<file path="config.mk">
export PLATFORM = sky130hd
export DESIGN_NAME = spfc_self_program_flash_control
export DESIGN_NICKNAME = d
export VERILOG_FILES = /design/src/design/spfc_pkg.sv /design/src/design/spfc_self_program_flash_control.sv
export SDC_FILE = /design/constraint.sdc
export NUM_CORES = 1
export LEC_CHECK = 0
export BUFFER_PORTS_ARGS = -buffer_cell sky130_fd_sc_hd__buf_2
export CAP_MARGIN = 10
export CORE_ASPECT_RATIO = 1.1
export CORE_MARGIN = 3
export CORE_UTILIZATION = 45
export CTS_BUF_LIST = sky130_fd_sc_hd__clkbuf_2
export DETAILED_ROUTE_END_ITERATION = 10
export HOLD_SLACK_MARGIN = 0.08
export MAX_ROUTING_LAYER = met4
export PLACE_DENSITY_LB_ADDON = 0.2
export SETUP_SLACK_MARGIN = 0.2
export SLEW_MARGIN = 20
export SYNTH_ARGS = -nofsm -noshare
export SYNTH_HDL_FRONTEND = slang
export SYNTH_SLANG_ARGS = --single-unit
</file>
<file path="constraint.sdc">
create_clock -name hclk -period 3.59 [get_ports hclk]
set_clock_uncertainty 0.05 [all_clocks]
set_input_delay 1.077 -clock hclk [delete_from_list [all_inputs] [get_ports hclk]]
set_output_delay 1.077 -clock hclk [all_outputs]
set_load 0.01 [all_outputs]
</file>
<file path="src/design/spfc_pkg.sv">
// constants shared by the self-program flash control block
package spfc_pkg;
   // register byte offsets
   localparam logic [7:0] SPFC_OFF_CTRL = 8'h00;
   localparam logic [7:0] SPFC_OFF_STATUS = 8'h04;
   localparam logic [7:0] SPFC_OFF_MASK = 8'h08;
   localparam logic [7:0] SPFC_OFF_INFO = 8'h0C;
   // control register bit positions
   localparam int SPFC_B_IE = 7;
   localparam int SPFC_B_BUSY = 6;
   localparam int SPFC_B_RSV = 5;
   localparam int SPFC_B_RSRE = 4;
   localparam int SPFC_B_BLB = 3;
   localparam int SPFC_B_WRT = 2;
   localparam int SPFC_B_ERS = 1;
   localparam int SPFC_B_EN = 0;
   // status and mask bit positions
   localparam int SPFC_S_DONE = 0;
   localparam int SPFC_S_TMO = 1;
   // info register bit positions
   localparam int SPFC_I_FUSE = 0;
   localparam int SPFC_I_OPBUSY = 1;
   localparam int SPFC_I_BUFLD = 2;
   // reset values
   localparam logic [7:0] SPFC_CTRL_RST = 8'h00;
   localparam logic [1:0] SPFC_STATUS_RST = 2'h0;
   localparam logic [1:0] SPFC_MASK_RST = 2'h0;
   localparam logic SPFC_FUSE_RST = 1'b1;
   // windows in clock cycles
   localparam logic [2:0] SPFC_ARM_CYCLES = 3'h4;
   localparam logic [1:0] SPFC_LPM_CYCLES = 2'h3;
endpackage

</file>
<file path="src/design/spfc_self_program_flash_control.sv">
// self-program flash control: control register, arming windows, busy tracking, AHB-Lite slave
//
// Operation
// - ready interrupt requested while irq enable and global flag set and enable clear.
// - erase or write into read-while-write section sets the section busy flag.
// - section busy flag blocks every access to the read-while-write section.
// - re-enable write after completed programming clears the section busy flag.
// - starting a page buffer load clears the section busy flag.
// - unused control bit always reads as zero.
// - completion of page erase or page write clears the enable bit.
// - re-enable with enable, then store instruction within four cycles, re-enables section.
// - re-enable refused while erase or write in progress with enable set.
// - re-enable written during buffer load aborts the load and discards data.
// - boot lock set with enable, store within four cycles, writes low data to lock bits.
// - boot lock write ignores high data and the code address pointer.
// - boot lock set bit clears on lock write finish or four cycles without store.
// - load instruction within three cycles returns lock or fuse bits by pointer bit zero.
// - reset vector fuse unprogrammed selects address zero, programmed selects boot loader.
module spfc_self_program_flash_control
   import spfc_pkg::*;
#(
   parameter int ADDR_W = 16,
   parameter logic [15:0] RWW_LIMIT = 16'h1C00,
   parameter logic [15:0] BOOT_RESET_ADDR = 16'h1C00
) (
   input wire logic hclk,
   input wire logic hresetn,
   input wire logic hsel,
   input wire logic [31:0] haddr,
   input wire logic [1:0] htrans,
   input wire logic hwrite,
   input wire logic [2:0] hsize,
   input wire logic [31:0] hwdata,
   input wire logic hready,
   output logic hreadyout,
   output logic hresp,
   output logic [31:0] hrdata,
   input wire logic global_irq_flag,
   input wire logic store_program_instruction,
   input wire logic load_program_instruction,
   input wire logic [ADDR_W-1:0] code_pointer,
   input wire logic [7:0] low_data_register,
   input wire logic [7:0] high_data_register,
   input wire logic flash_op_done,
   input wire logic [7:0] lock_bits,
   input wire logic [7:0] fuse_bits,
   input wire logic reset_vector_fuse,
   output logic flash_erase_start,
   output logic flash_write_start,
   output logic page_buffer_load,
   output logic page_buffer_discard,
   output logic [ADDR_W-1:0] flash_addr,
   output logic [15:0] page_buffer_data,
   output logic lock_write,
   output logic [7:0] lock_write_data,
   output logic lpm_valid,
   output logic [7:0] lpm_data,
   output logic rww_access_block,
   output logic [15:0] reset_vector_addr,
   output logic prog_ready_irq,
   output logic irq
);

   typedef struct packed {
      logic ie;
      logic rsre;
      logic blb;
      logic wrt;
      logic ers;
      logic en;
      logic section_busy;
      logic op_busy;
      logic buf_loaded;
      logic [2:0] arm_cnt;
      logic [1:0] lpm_cnt;
      logic [1:0] status;
      logic [1:0] mask;
      logic dp_valid;
      logic dp_write;
      logic [7:0] dp_addr;
      logic [31:0] rdata;
      logic fuse_s1;
      logic fuse_s2;
      logic fuse_s3;
      logic fuse_q;
      logic [15:0] rst_vec;
      logic erase_start;
      logic write_start;
      logic load_strobe;
      logic discard;
      logic [ADDR_W-1:0] op_addr;
      logic [15:0] load_data;
      logic lock_wr;
      logic [7:0] lock_data;
      logic lpm_vld;
      logic [7:0] lpm_q;
   } spfc_state_s;

   spfc_state_s st;
   spfc_state_s next_st;

   logic addr_phase;
   logic spm_accept;
   logic in_rww;
   logic ctrl_wr;
   logic [7:0] wd;
   logic [1:0] events;
   logic [1:0] w1c;

   assign addr_phase = hsel && htrans[1] && hready;
   // a store counts only inside the arming window and while no page operation runs
   assign spm_accept = store_program_instruction && st.en && (st.arm_cnt != 3'h0) && !st.op_busy;
   // pointers below the limit fall in the read-while-write section
   assign in_rww = ({{(32-ADDR_W){1'b0}}, code_pointer} < {16'h0000, RWW_LIMIT});
   assign ctrl_wr = st.dp_valid && st.dp_write && (st.dp_addr == SPFC_OFF_CTRL);
   assign wd = hwdata[7:0];

   ////////////////////////////////////////////////////////////////////////////
   always_comb begin
      next_st = st;
      events = 2'h0;
      w1c = 2'h0;
      next_st.erase_start = 1'b0;
      next_st.write_start = 1'b0;
      next_st.load_strobe = 1'b0;
      next_st.discard = 1'b0;
      next_st.lock_wr = 1'b0;
      next_st.lpm_vld = 1'b0;

      // fuse pin: a change counts once stages two and three agree
      next_st.fuse_s1 = reset_vector_fuse;
      next_st.fuse_s2 = st.fuse_s1;
      next_st.fuse_s3 = st.fuse_s2;
      if (st.fuse_s2 == st.fuse_s3) begin
         next_st.fuse_q = st.fuse_s3;
      end
      next_st.rst_vec = st.fuse_q ? 16'h0000 : BOOT_RESET_ADDR;

      // arming windows count down
      if (st.arm_cnt != 3'h0) begin
         next_st.arm_cnt = st.arm_cnt - 3'h1;
      end
      if (st.lpm_cnt != 2'h0) begin
         next_st.lpm_cnt = st.lpm_cnt - 2'h1;
      end

      if (load_program_instruction && st.lpm_cnt != 2'h0 && st.blb && st.en) begin
         next_st.lpm_vld = 1'b1;
         next_st.lpm_q = code_pointer[0] ? fuse_bits : lock_bits;
      end

      if (spm_accept) begin
         next_st.arm_cnt = 3'h0;
         next_st.lpm_cnt = 2'h0;
         if (st.ers || st.wrt) begin
            next_st.erase_start = st.ers;
            next_st.write_start = st.wrt && !st.ers;
            next_st.op_addr = code_pointer;
            next_st.op_busy = 1'b1;
            next_st.buf_loaded = 1'b0;
            if (in_rww) begin
               next_st.section_busy = 1'b1;
            end
         end else if (st.rsre) begin
            next_st.section_busy = 1'b0;
            next_st.rsre = 1'b0;
            next_st.en = 1'b0;
            events[SPFC_S_DONE] = 1'b1;
         end else if (st.blb) begin
            next_st.lock_wr = 1'b1;
            next_st.lock_data = low_data_register;
            next_st.blb = 1'b0;
            next_st.en = 1'b0;
            events[SPFC_S_DONE] = 1'b1;
         end else begin
            next_st.load_strobe = 1'b1;
            next_st.op_addr = code_pointer;
            next_st.load_data = {high_data_register, low_data_register};
            next_st.buf_loaded = 1'b1;
            next_st.section_busy = 1'b0;
            next_st.en = 1'b0;
         end
      end else if (st.en && !st.op_busy && st.arm_cnt == 3'h1) begin
         next_st.en = 1'b0;
         next_st.blb = 1'b0;
         next_st.rsre = 1'b0;
         next_st.wrt = 1'b0;
         next_st.ers = 1'b0;
         next_st.lpm_cnt = 2'h0;
         events[SPFC_S_TMO] = 1'b1;
      end

      if (st.op_busy && flash_op_done) begin
         next_st.op_busy = 1'b0;
         next_st.en = 1'b0;
         next_st.ers = 1'b0;
         next_st.wrt = 1'b0;
         events[SPFC_S_DONE] = 1'b1;
      end

      // data phase register writes
      if (ctrl_wr) begin
         next_st.ie = wd[SPFC_B_IE];
         if (!st.op_busy) begin
            next_st.rsre = wd[SPFC_B_RSRE];
            next_st.blb = wd[SPFC_B_BLB];
            next_st.wrt = wd[SPFC_B_WRT];
            next_st.ers = wd[SPFC_B_ERS];
            next_st.en = wd[SPFC_B_EN];
            next_st.arm_cnt = wd[SPFC_B_EN] ? SPFC_ARM_CYCLES : 3'h0;
            next_st.lpm_cnt = (wd[SPFC_B_EN] && wd[SPFC_B_BLB]) ? SPFC_LPM_CYCLES : 2'h0;
            if (wd[SPFC_B_RSRE] && st.buf_loaded) begin
               next_st.discard = 1'b1;
               next_st.buf_loaded = 1'b0;
            end
         end
      end else if (st.dp_valid && st.dp_write && st.dp_addr == SPFC_OFF_STATUS) begin
         w1c = hwdata[1:0];
      end else if (st.dp_valid && st.dp_write && st.dp_addr == SPFC_OFF_MASK) begin
         next_st.mask = hwdata[1:0];
      end
      // set wins over clear
      next_st.status = (st.status & ~w1c) | events;

      // address phase capture and read data from the updated state
      next_st.dp_valid = addr_phase;
      next_st.dp_write = hwrite;
      next_st.dp_addr = {haddr[7:2], 2'b00};
      next_st.rdata = st.rdata;
      if (addr_phase && !hwrite) begin
         if ({haddr[7:2], 2'b00} == SPFC_OFF_CTRL) begin
            next_st.rdata = {24'h000000, next_st.ie, next_st.section_busy, 1'b0, next_st.rsre,
                             next_st.blb, next_st.wrt, next_st.ers, next_st.en};
         end else if ({haddr[7:2], 2'b00} == SPFC_OFF_STATUS) begin
            next_st.rdata = {30'h00000000, next_st.status};
         end else if ({haddr[7:2], 2'b00} == SPFC_OFF_MASK) begin
            next_st.rdata = {30'h00000000, next_st.mask};
         end else if ({haddr[7:2], 2'b00} == SPFC_OFF_INFO) begin
            next_st.rdata = {29'h00000000, next_st.buf_loaded, next_st.op_busy, next_st.fuse_q};
         end else begin
            next_st.rdata = 32'h00000000;
         end
      end
   end

   ////////////////////////////////////////////////////////////////////////////
   always_ff @(posedge hclk or negedge hresetn) begin
      if (!hresetn) begin
         st <= '0;
         st.fuse_s1 <= SPFC_FUSE_RST;
         st.fuse_s2 <= SPFC_FUSE_RST;
         st.fuse_s3 <= SPFC_FUSE_RST;
         st.fuse_q <= SPFC_FUSE_RST;
         st.status <= SPFC_STATUS_RST;
         st.mask <= SPFC_MASK_RST;
      end else begin
         st <= next_st;
      end
   end

   ////////////////////////////////////////////////////////////////////////////
   // zero-wait slave: every transfer completes in one data phase
   assign hreadyout = 1'b1;
   assign hresp = 1'b0;
   assign hrdata = st.rdata;
   assign flash_erase_start = st.erase_start;
   assign flash_write_start = st.write_start;
   assign page_buffer_load = st.load_strobe;
   assign page_buffer_discard = st.discard;
   assign flash_addr = st.op_addr;
   assign page_buffer_data = st.load_data;
   assign lock_write = st.lock_wr;
   assign lock_write_data = st.lock_data;
   assign lpm_valid = st.lpm_vld;
   assign lpm_data = st.lpm_q;
   assign rww_access_block = st.section_busy;
   assign reset_vector_addr = st.rst_vec;
   assign prog_ready_irq = st.ie && global_irq_flag && !st.en;
   // level interrupt while any unmasked sticky status bit is set
   assign irq = |(st.status & st.mask);

   ////////////////////////////////////////////////////////////////////////////
   // assertions on the sequencer outputs
   logic rd_ctrl;
   logic ptr_bit0;
   assign rd_ctrl = addr_phase && !hwrite && ({haddr[7:2], 2'b00} == SPFC_OFF_CTRL);
   assign ptr_bit0 = code_pointer[0];

   property p_ready_irq;
      @(posedge hclk) disable iff (!hresetn)
      ($fell(st.en) && st.ie && global_irq_flag) |-> prog_ready_irq;
   endproperty
   a_ready_irq: assert property (p_ready_irq) else $error("ready request missing");

   property p_busy_set;
      @(posedge hclk) disable iff (!hresetn)
      (spm_accept && (st.ers || st.wrt) && in_rww) |=> (rww_access_block && st.op_busy);
   endproperty
   a_busy_set: assert property (p_busy_set) else $error("section busy not set");

   property p_busy_cause;
      @(posedge hclk) disable iff (!hresetn)
      $rose(rww_access_block) |-> (flash_erase_start || flash_write_start);
   endproperty
   a_busy_cause: assert property (p_busy_cause) else $error("busy rose without op");

   property p_load_clears;
      @(posedge hclk) disable iff (!hresetn)
      page_buffer_load |-> !rww_access_block;
   endproperty
   a_load_clears: assert property (p_load_clears) else $error("load left busy");

   property p_reserved;
      @(posedge hclk) disable iff (!hresetn)
      rd_ctrl |=> (hrdata[5] == 1'b0);
   endproperty
   a_reserved: assert property (p_reserved) else $error("reserved bit nonzero");

   property p_done_clears;
      @(posedge hclk) disable iff (!hresetn)
      (st.op_busy && flash_op_done && !ctrl_wr) |=> (!st.en && !st.op_busy);
   endproperty
   a_done_clears: assert property (p_done_clears) else $error("enable kept after done");

   property p_refuse;
      @(posedge hclk) disable iff (!hresetn)
      (st.op_busy && !flash_op_done) |=> $stable(rww_access_block);
   endproperty
   a_refuse: assert property (p_refuse) else $error("busy changed while programming");

   property p_lock_data;
      @(posedge hclk) disable iff (!hresetn)
      lock_write |-> (lock_write_data == $past(low_data_register));
   endproperty
   a_lock_data: assert property (p_lock_data) else $error("lock data not low register");

   property p_window;
      @(posedge hclk) disable iff (!hresetn)
      (ctrl_wr && wd[0] && !st.op_busy) ##1 (!store_program_instruction [*4]) |=> !st.en;
   endproperty
   a_window: assert property (p_window) else $error("enable outlived window");

   property p_lpm;
      @(posedge hclk) disable iff (!hresetn)
      lpm_valid |-> (lpm_data == ($past(ptr_bit0) ? $past(fuse_bits) : $past(lock_bits)));
   endproperty
   a_lpm: assert property (p_lpm) else $error("wrong lock or fuse readback");

   property p_vector;
      @(posedge hclk) disable iff (!hresetn)
      (st.fuse_q ##1 st.fuse_q) |-> (reset_vector_addr == 16'h0000);
   endproperty
   a_vector: assert property (p_vector) else $error("vector not zero");

endmodule

</file>
==> impl_results.md, run 1 <==
* Status: completed
* Insertion delay to the later sink of the worst-skew pair at 0.52 ns
* Reg-to-Reg Start: st[122]$_DFF_PN0_
* GRT overflow at 0
* Min-delay worst type: register to register
* Clock power frac at 23.2%
* Setup CP Type: primary input to primary output
* DP Wirelength at 6600 um
* Pre-antenna DRT Iters at 4
* DR WL/cell at 13.9 um
* Fmax at 0.396 GHz
* Reg2Reg Depth at 6
* PortBufs at 137
* Initial antenna violation count at 0
* CTS max path bufs at 2
* Unrepaired setup endpoints after global routing: no
* IO Pins at 234
* Mapped Area at 4510 um2
* Setup crit end kind: primary output
* Layout cells sized above 1 at 33.1%
* Htree depth at 3
* Max-Cap Viols at 0
* Min cycle time layout at 2.53 ns
* Hold Crit Depth at 0
* Max-slew violation count at 0
* Worst-path fanout max at 1
* Worst VDD drop at 0.215 mV
* Clock transition at path regs at 0.21 ns
* Die area at 11,300 um2
* Post-synth top flop: dfrtp_1
* Sum Neg Setup Slack at 0 ns
* Commonest non-fill, non-tap cell in the layout: buf_2
* Pwr Total at 2.07 mW
* Flip-flop and latch count after synthesis at 92
* Worst hold start: next_st[72]$_DFF_PN1_
* Average size of a mapped cell at 10.8 um2
* Switching share of power at 29.5%
* Final ANT Viol Nets at 0
* Reg power frac at 57.8%
* Worst R2R End: flash_addr[3]$_DFFE_PN0P_
* Setup WS post-layout at 1.06 ns
* Die extent in y at 111 um
* CTS tree: done
* Clk sinks at 92
* Flop2flop setup slack at 1.30 ns
* EDFF count, synth at 0
* Final hold violations at 0
* Slew margin rel. at 56.5%
* WP data arrival at 1.40 ns
* Site row count at 37
* Worst slew pin tran at 0.653 ns
* Most frequent cells in the layout: buf_2, dfrtp_1, nand2_1
* Hold_buf cts at 0
* First-pass GRT wire length at 13,900 um
* Hold worst-path end: next_st[71]$_DFF_PN1_
* Core area at 9580 um2
* Largest net degree at the start of global routing at 50
* CTS resizes at 0
* Initial core utilization at 47.1%
* Ys async rst share at 100%
* Total length of routed wires at 8650 um
* Worst endpoint required time at 2.46 ns
* Pre-CTS setup slack at 0.947 ns
* Root Buffer: clkbuf_2
* Mapped Cells at 417
* Die Width at 101 um
* Synth unique cells at 55
* DRC at 0
* Final Core Density at 50.6%
* TritonCTS Buffers at 9
* Lkg Pwr at 2.77 nW
* Seq/Total Area, Yosys at 51.2%
* P_int at 1.46 mW
* Net Sw Power at 0.612 mW
* Nets@finish at 629
* Syn. warnings at 0
* Iter 0 DRT Violations at 121
* Number of vias per cell at 4.69
* Number of global-route vias before repair at 2,864
* CP Launch Type: primary input
* Area delta synth->final at 7.46%
* Fin crit share at 70.4%
* PD cells at 428 nW/um2
* Gr usage total at 15.9%
* Routability-driven placement congestion ratio at 0.855
* Combinational Power Share at 19.0%
* Via count at 2,918
* Setup violators final at 0
* Setup bufs post-CTS at 0
[cell type report]
type	instances	area, um2
inverters	12	45.0
flip-flops and latches	92	2310
well taps	117	146
multi-input cells	246	1540
diodes	1	2.50
clock inverters	7	57.6
clock buffers	9	45.0
repair buffers	138	708
fillers	938	4740
[power by group through the flow]
| stage | combinational [mW] | sequential [mW] | clock, mW |
|---|---|---|---|
| 2_1_floorplan | 0.364 | 1.21 | 0 |
| 3_3_place_gp | 0.390 | 1.21 | 0 |
| 3_5_place_dp | 0.401 | 1.22 | 0 |
| 4_1_cts | 0.403 | 1.20 | 0.510 |
| 5_1_grt | 0.448 | 1.21 | 0.549 |
| 6_report | 0.395 | 1.20 | 0.481 |
[state kept, by name, summed over array words and instances (netlist names), 2 cells and up]
register and flops:
page_buffer_data 16, lpm_data 8, hrdata 7, st 27, lock_write_data 8, flash_addr 16
next_st 2
[worst max path at each step]
stage,endpoint,from,depth (start not counted)
final,prog_ready_irq,global_irq_flag,4
after global routing,prog_ready_irq,global_irq_flag,4
after CTS,prog_ready_irq,global_irq_flag,4
after detailed placement,flash_addr[3]$_DFFE_PN0P_,store_program_instruction,5
after global placement,flash_addr[9]$_DFFE_PN0P_,store_program_instruction,5
after floorplan,prog_ready_irq,global_irq_flag,2
[cells in the mapped netlist, types with 2 or more instances]
cell type   n  area [um2]
mux2i_1     9        90.1
o21ai_1     2        10.0
a22o_1      5        43.8
a31oi_1     4        25.0
conb_1      2        7.51
o21ai_0    10        50.1
nand2_1    77         289
dfrtp_1    88        2200
ha_1        3        37.5
nor3_1      2        10.0
nor2b_1     3        18.8
nand2b_1    2        12.5
o2111ai_1   2        17.5
o221ai_1    2        17.5
o31ai_1     4        30.0
a311oi_1    2        17.5
nand3_1     6        30.0
and3_1      3        18.8
inv_1      11        41.3
buf_2       2        10.0
nand4bb_1   2        22.5
dfstp_2     4         105
clkbuf_1    4        15.0
or2_1       2        12.5
and2_1      2        12.5
nor4_1      2        12.5
mux2_2      2        22.5
nand4_1     2        12.5
buf_4      98         736
mux2_1     25         282
nor2_1     11        41.3
[worst max-delay path, cell delays in order]
cell	delay (ns)
buf_2	0.08
nand2_1	0.04
nor2_1	0.08
buf_2	0.13
[logic make-up (layout without fill, tap and decap cells)]
group / after synthesis / count (layout) / share of synthesized area (%)
AOI/OAI and AO/OA: 38 / 38 / 6.21
adders and majority gates: 4 / 4 / 1.05
buffers and inverters: 117 / 166 / 18.1
muxes: 36 / 36 / 8.74
xor gates and xnor gates: 1 / 1 / 0.194
other: 2 / 41 / 0.166
and+or+nand+nor: 127 / 127 / 14.4
DFF: 92 / 92 / 51.2
[metrics by stage]
step                      area (um2)  hold WS [ns]  instances
after CTS                       4840         0.325        621
after global placement          4740         0.296        605
after floorplan                 4650         0.295        455
final                           4850         0.322        622
after detailed placement        4740         0.299        605
after global routing            4840         0.330        621
[routing by layer]
| metal | share of wire, % | wire (um) | vias to the layer above | global-route usage [%] |
|---|---|---|---|---|
| met5 | 0 | 0 | - | - |
| met4 | 0.71 | 61 | 0 | 6.12 |
| met3 | 5.4 | 471 | 6 | 2.52 |
| met2 | 50 | 4290 | 103 | 25.0 |
| met1 | 44 | 3820 | 1385 | 20.5 |
| li1 | - | - | 1424 | - |
Power figures use the tool's default switching activity.
==> inputs of run 2 (changes only) <==
CORE_UTILIZATION = 42   (was 45)
clock period = 2.3 ns   (was 3.59 ns; I/O delays follow)
==> run 2 against run 1 <==
Register-to-register slack got worse by 0.91 ns. Via count rose by 3.4%. Sequential cell count did not move. Routed wire length rose by 1.9%. Cell count rose by 5.6%. Critical endpoint is now irq.
==> impl_results.md, run 2 (synthesized netlist as in run 1, its figures left out) <==
* DR WL/cell at 13.4 um (-3.5%)
* Crit-path slowest cell: dfrtp_1
* Nets@finish at 639 (+1.6%)
* GRT overflow at 0 (unchanged)
* Most frequent cells in the layout: buf_2, dfrtp_1, nand2_1
* Hold Crit Depth at 1 (+1)
* Min cycle time layout at 2.05 ns
* Area delta synth->final at 9.99%
* CP Cell Sequence: a22o_1, buf_2
* Layout fillers at 1,053 (+12%)
* Lkg Pwr at 2.83 nW (+2.0%)
* # diodes at 0 (-1)
* Max-Cap Viols at 0 (unchanged)
* CP Launch Type: register
* Routability-driven placement congestion ratio at 0.845 (-1.2%)
* Gr usage total at 15.5% (-0.44 points)
* Initial core utilization at 43.2% (-3.9 points)
* Root Buffer: clkbuf_2
* Unrepaired setup endpoints after global routing: yes
* Worst endpoint required time at 1.56 ns (-0.90 ns)
* PortBufs at 137 (unchanged)
* Final hold violations at 0 (unchanged)
* IO Pins at 234 (unchanged)
* Number of vias per cell at 4.59 (-2.1%)
* Commonest non-fill, non-tap cell in the layout: buf_2
* CTS max path bufs at 2 (unchanged)
* Reg2Reg Depth at 8 (+2)
* DRC at 0 (unchanged)
* Reg-to-Reg Start: st[122]$_DFF_PN0_
* Flop2flop setup slack at 0.39 ns (-0.91 ns)
* CTS tree: done
* Largest net degree at the start of global routing at 39 (-22%)
* WHS at 0.199 ns (-0.123 ns)
* WP data arrival at 1.31 ns (-0.09 ns)
* Fmax at 0.489 GHz
* Clock transition at path regs at 0.24 ns (+0.03 ns)
* Via count at 3,016 (+3.4%)
* Area of the multi-input gates at 1540 um2 (+0.24%)
* Min-delay worst type: primary input to register
* Setup violators final at 0 (unchanged)
* Die extent in y at 115 um (+3.3%)
* Htree depth at 3 (unchanged)
* Worst R2R End: hrdata[1]$_DFFE_PN0P_
* Die Width at 105 um (+3.3%)
* Core area at 10,400 um2 (+9.0%)
* Slew margin rel. at 65.5% (+9.0 points)
* Fin crit share at 88.9%
* Worst hold start: reset_vector_fuse
* Reg with most FFs: st
* Largest register FFs at 27 (unchanged)
* Insertion delay to the later sink of the worst-skew pair at 0.52 ns (about the same)
* Hold worst-path end: next_st[72]$_DFF_PN1_
* Setup crit end kind: primary output
* Worst VDD drop at 0.328 mV (+53%)
* DP Wirelength at 6690 um (+1.4%)
* Layout cells sized above 1 at 35.0% (+1.9 points)
* Flip-flop and latch area at 2310 um2 (about the same)
* Sum Neg Setup Slack at 0 ns (unchanged)
* Worst-path fanout max at 2 (+1)
* PD cells at 637 nW/um2 (+49%)
* TritonCTS Buffers at 9 (unchanged)
* Pre-antenna DRT Iters at 4 (unchanged)
* Final ANT Viol Nets at 0 (unchanged)
* Clk sinks at 92 (unchanged)
* First-pass GRT wire length at 14,400 um (+3.7%)
* Critical path's largest stage delay at 0.44 ns (+0.31 ns)
* Site row count at 39 (+5.4%)
* Iter 0 DRT Violations at 130 (+7.4%)
* Setup CP Type: register to primary output
* Number of global-route vias before repair at 2,847 (-0.59%)
* Initial antenna violation count at 0 (unchanged)
* Status: completed
* Die area at 12,000 um2 (+6.7%)
* Worst slew pin tran at 0.517 ns (-0.136 ns)
* Max-slew violation count at 0 (unchanged)
* Total length of routed wires at 8820 um (+1.9%)
## run 2: cell count changes in the layout (fill, tap and decap cells not counted), sizes merged
cell         delta
clkinvlp        -1
clkinv          -2
clkbuf          +4
bufinv          -1
buf             +9
dlygate4sd3     +1
diode           -1
## run 2: timing repair
action	4_1_cts	5_1_grt
buffers inserted	0	1
resized for setup	0	3
pin swaps	0	0
hold buffers	1	0
endpoints found under the setup margin	1	30
hold endpoints to repair	32	0
## run 2: how the worst max path moves through the flow
| stage | from | to | slack, ns | cells past startpoint |
|---|---|---|---|---|
| after CTS | st[119]$_DFF_PN0_ | irq | 0.16 | 2 |
| after global routing | st[119]$_DFF_PN0_ | irq | 0.12 | 2 |
| after floorplan | st[122]$_DFF_PN0_ | flash_addr[10]$_DFFE_PN0P_ | 0.41 | 8 |
| final | st[119]$_DFF_PN0_ | irq | 0.25 | 2 |
| after global placement | store_program_instruction | lock_write_data[4]$_DFFE_PN0P_ | 0.18 | 5 |
| after detailed placement | store_program_instruction | lock_write_data[7]$_DFFE_PN0P_ | 0.14 | 5 |
## run 2: layout make-up
type                       count  area share, %
sequential                    92           46.5
multi-input combinational    246           31.0
clock buffer                  13           1.31
clock inverter                 3          0.277
inverter                      12          0.908
tap                          143           3.61
timing repair buffer         148           16.3
## run 2: stage by stage
stage	cell area [um2]	setup WS [ns]	util (%)	cells	power [mW]
5_1_grt	4960	0.120	47.5	657	3.38
4_1_cts	4940	0.156	47.3	656	3.22
6_report	4960	0.255	47.5	657	3.16
2_1_floorplan	4650	0.413	-	455	2.45
3_3_place_gp	4850	0.181	46.5	639	2.52
3_5_place_dp	4850	0.141	46.5	639	2.54
## run 2: routing by layer
metal  up-vias  global-route usage, %  share of wire [%]
met5         -                      -                  0
met4         0                   6.82                1.4
met3        12                   2.76                6.1
met2       118                   24.4                 49
met1      1439                   19.7                 44
li1       1447                      -                  -
## run 2: worst max-delay path: cells and delay by family (launching register included)
kind	cells	cell delay (ns)
buffers and inverters	1	0.14
AO/OA/AOI/OAI	1	0.21
flip-flops	1	0.44
## run 2: power breakdown
part	total, mW	switching, mW	internal, mW
logic	0.637	0.353	0.284
registers	1.87	0.0853	1.78
clock network	0.656	0.501	0.155
total	3.16	0.940	2.22
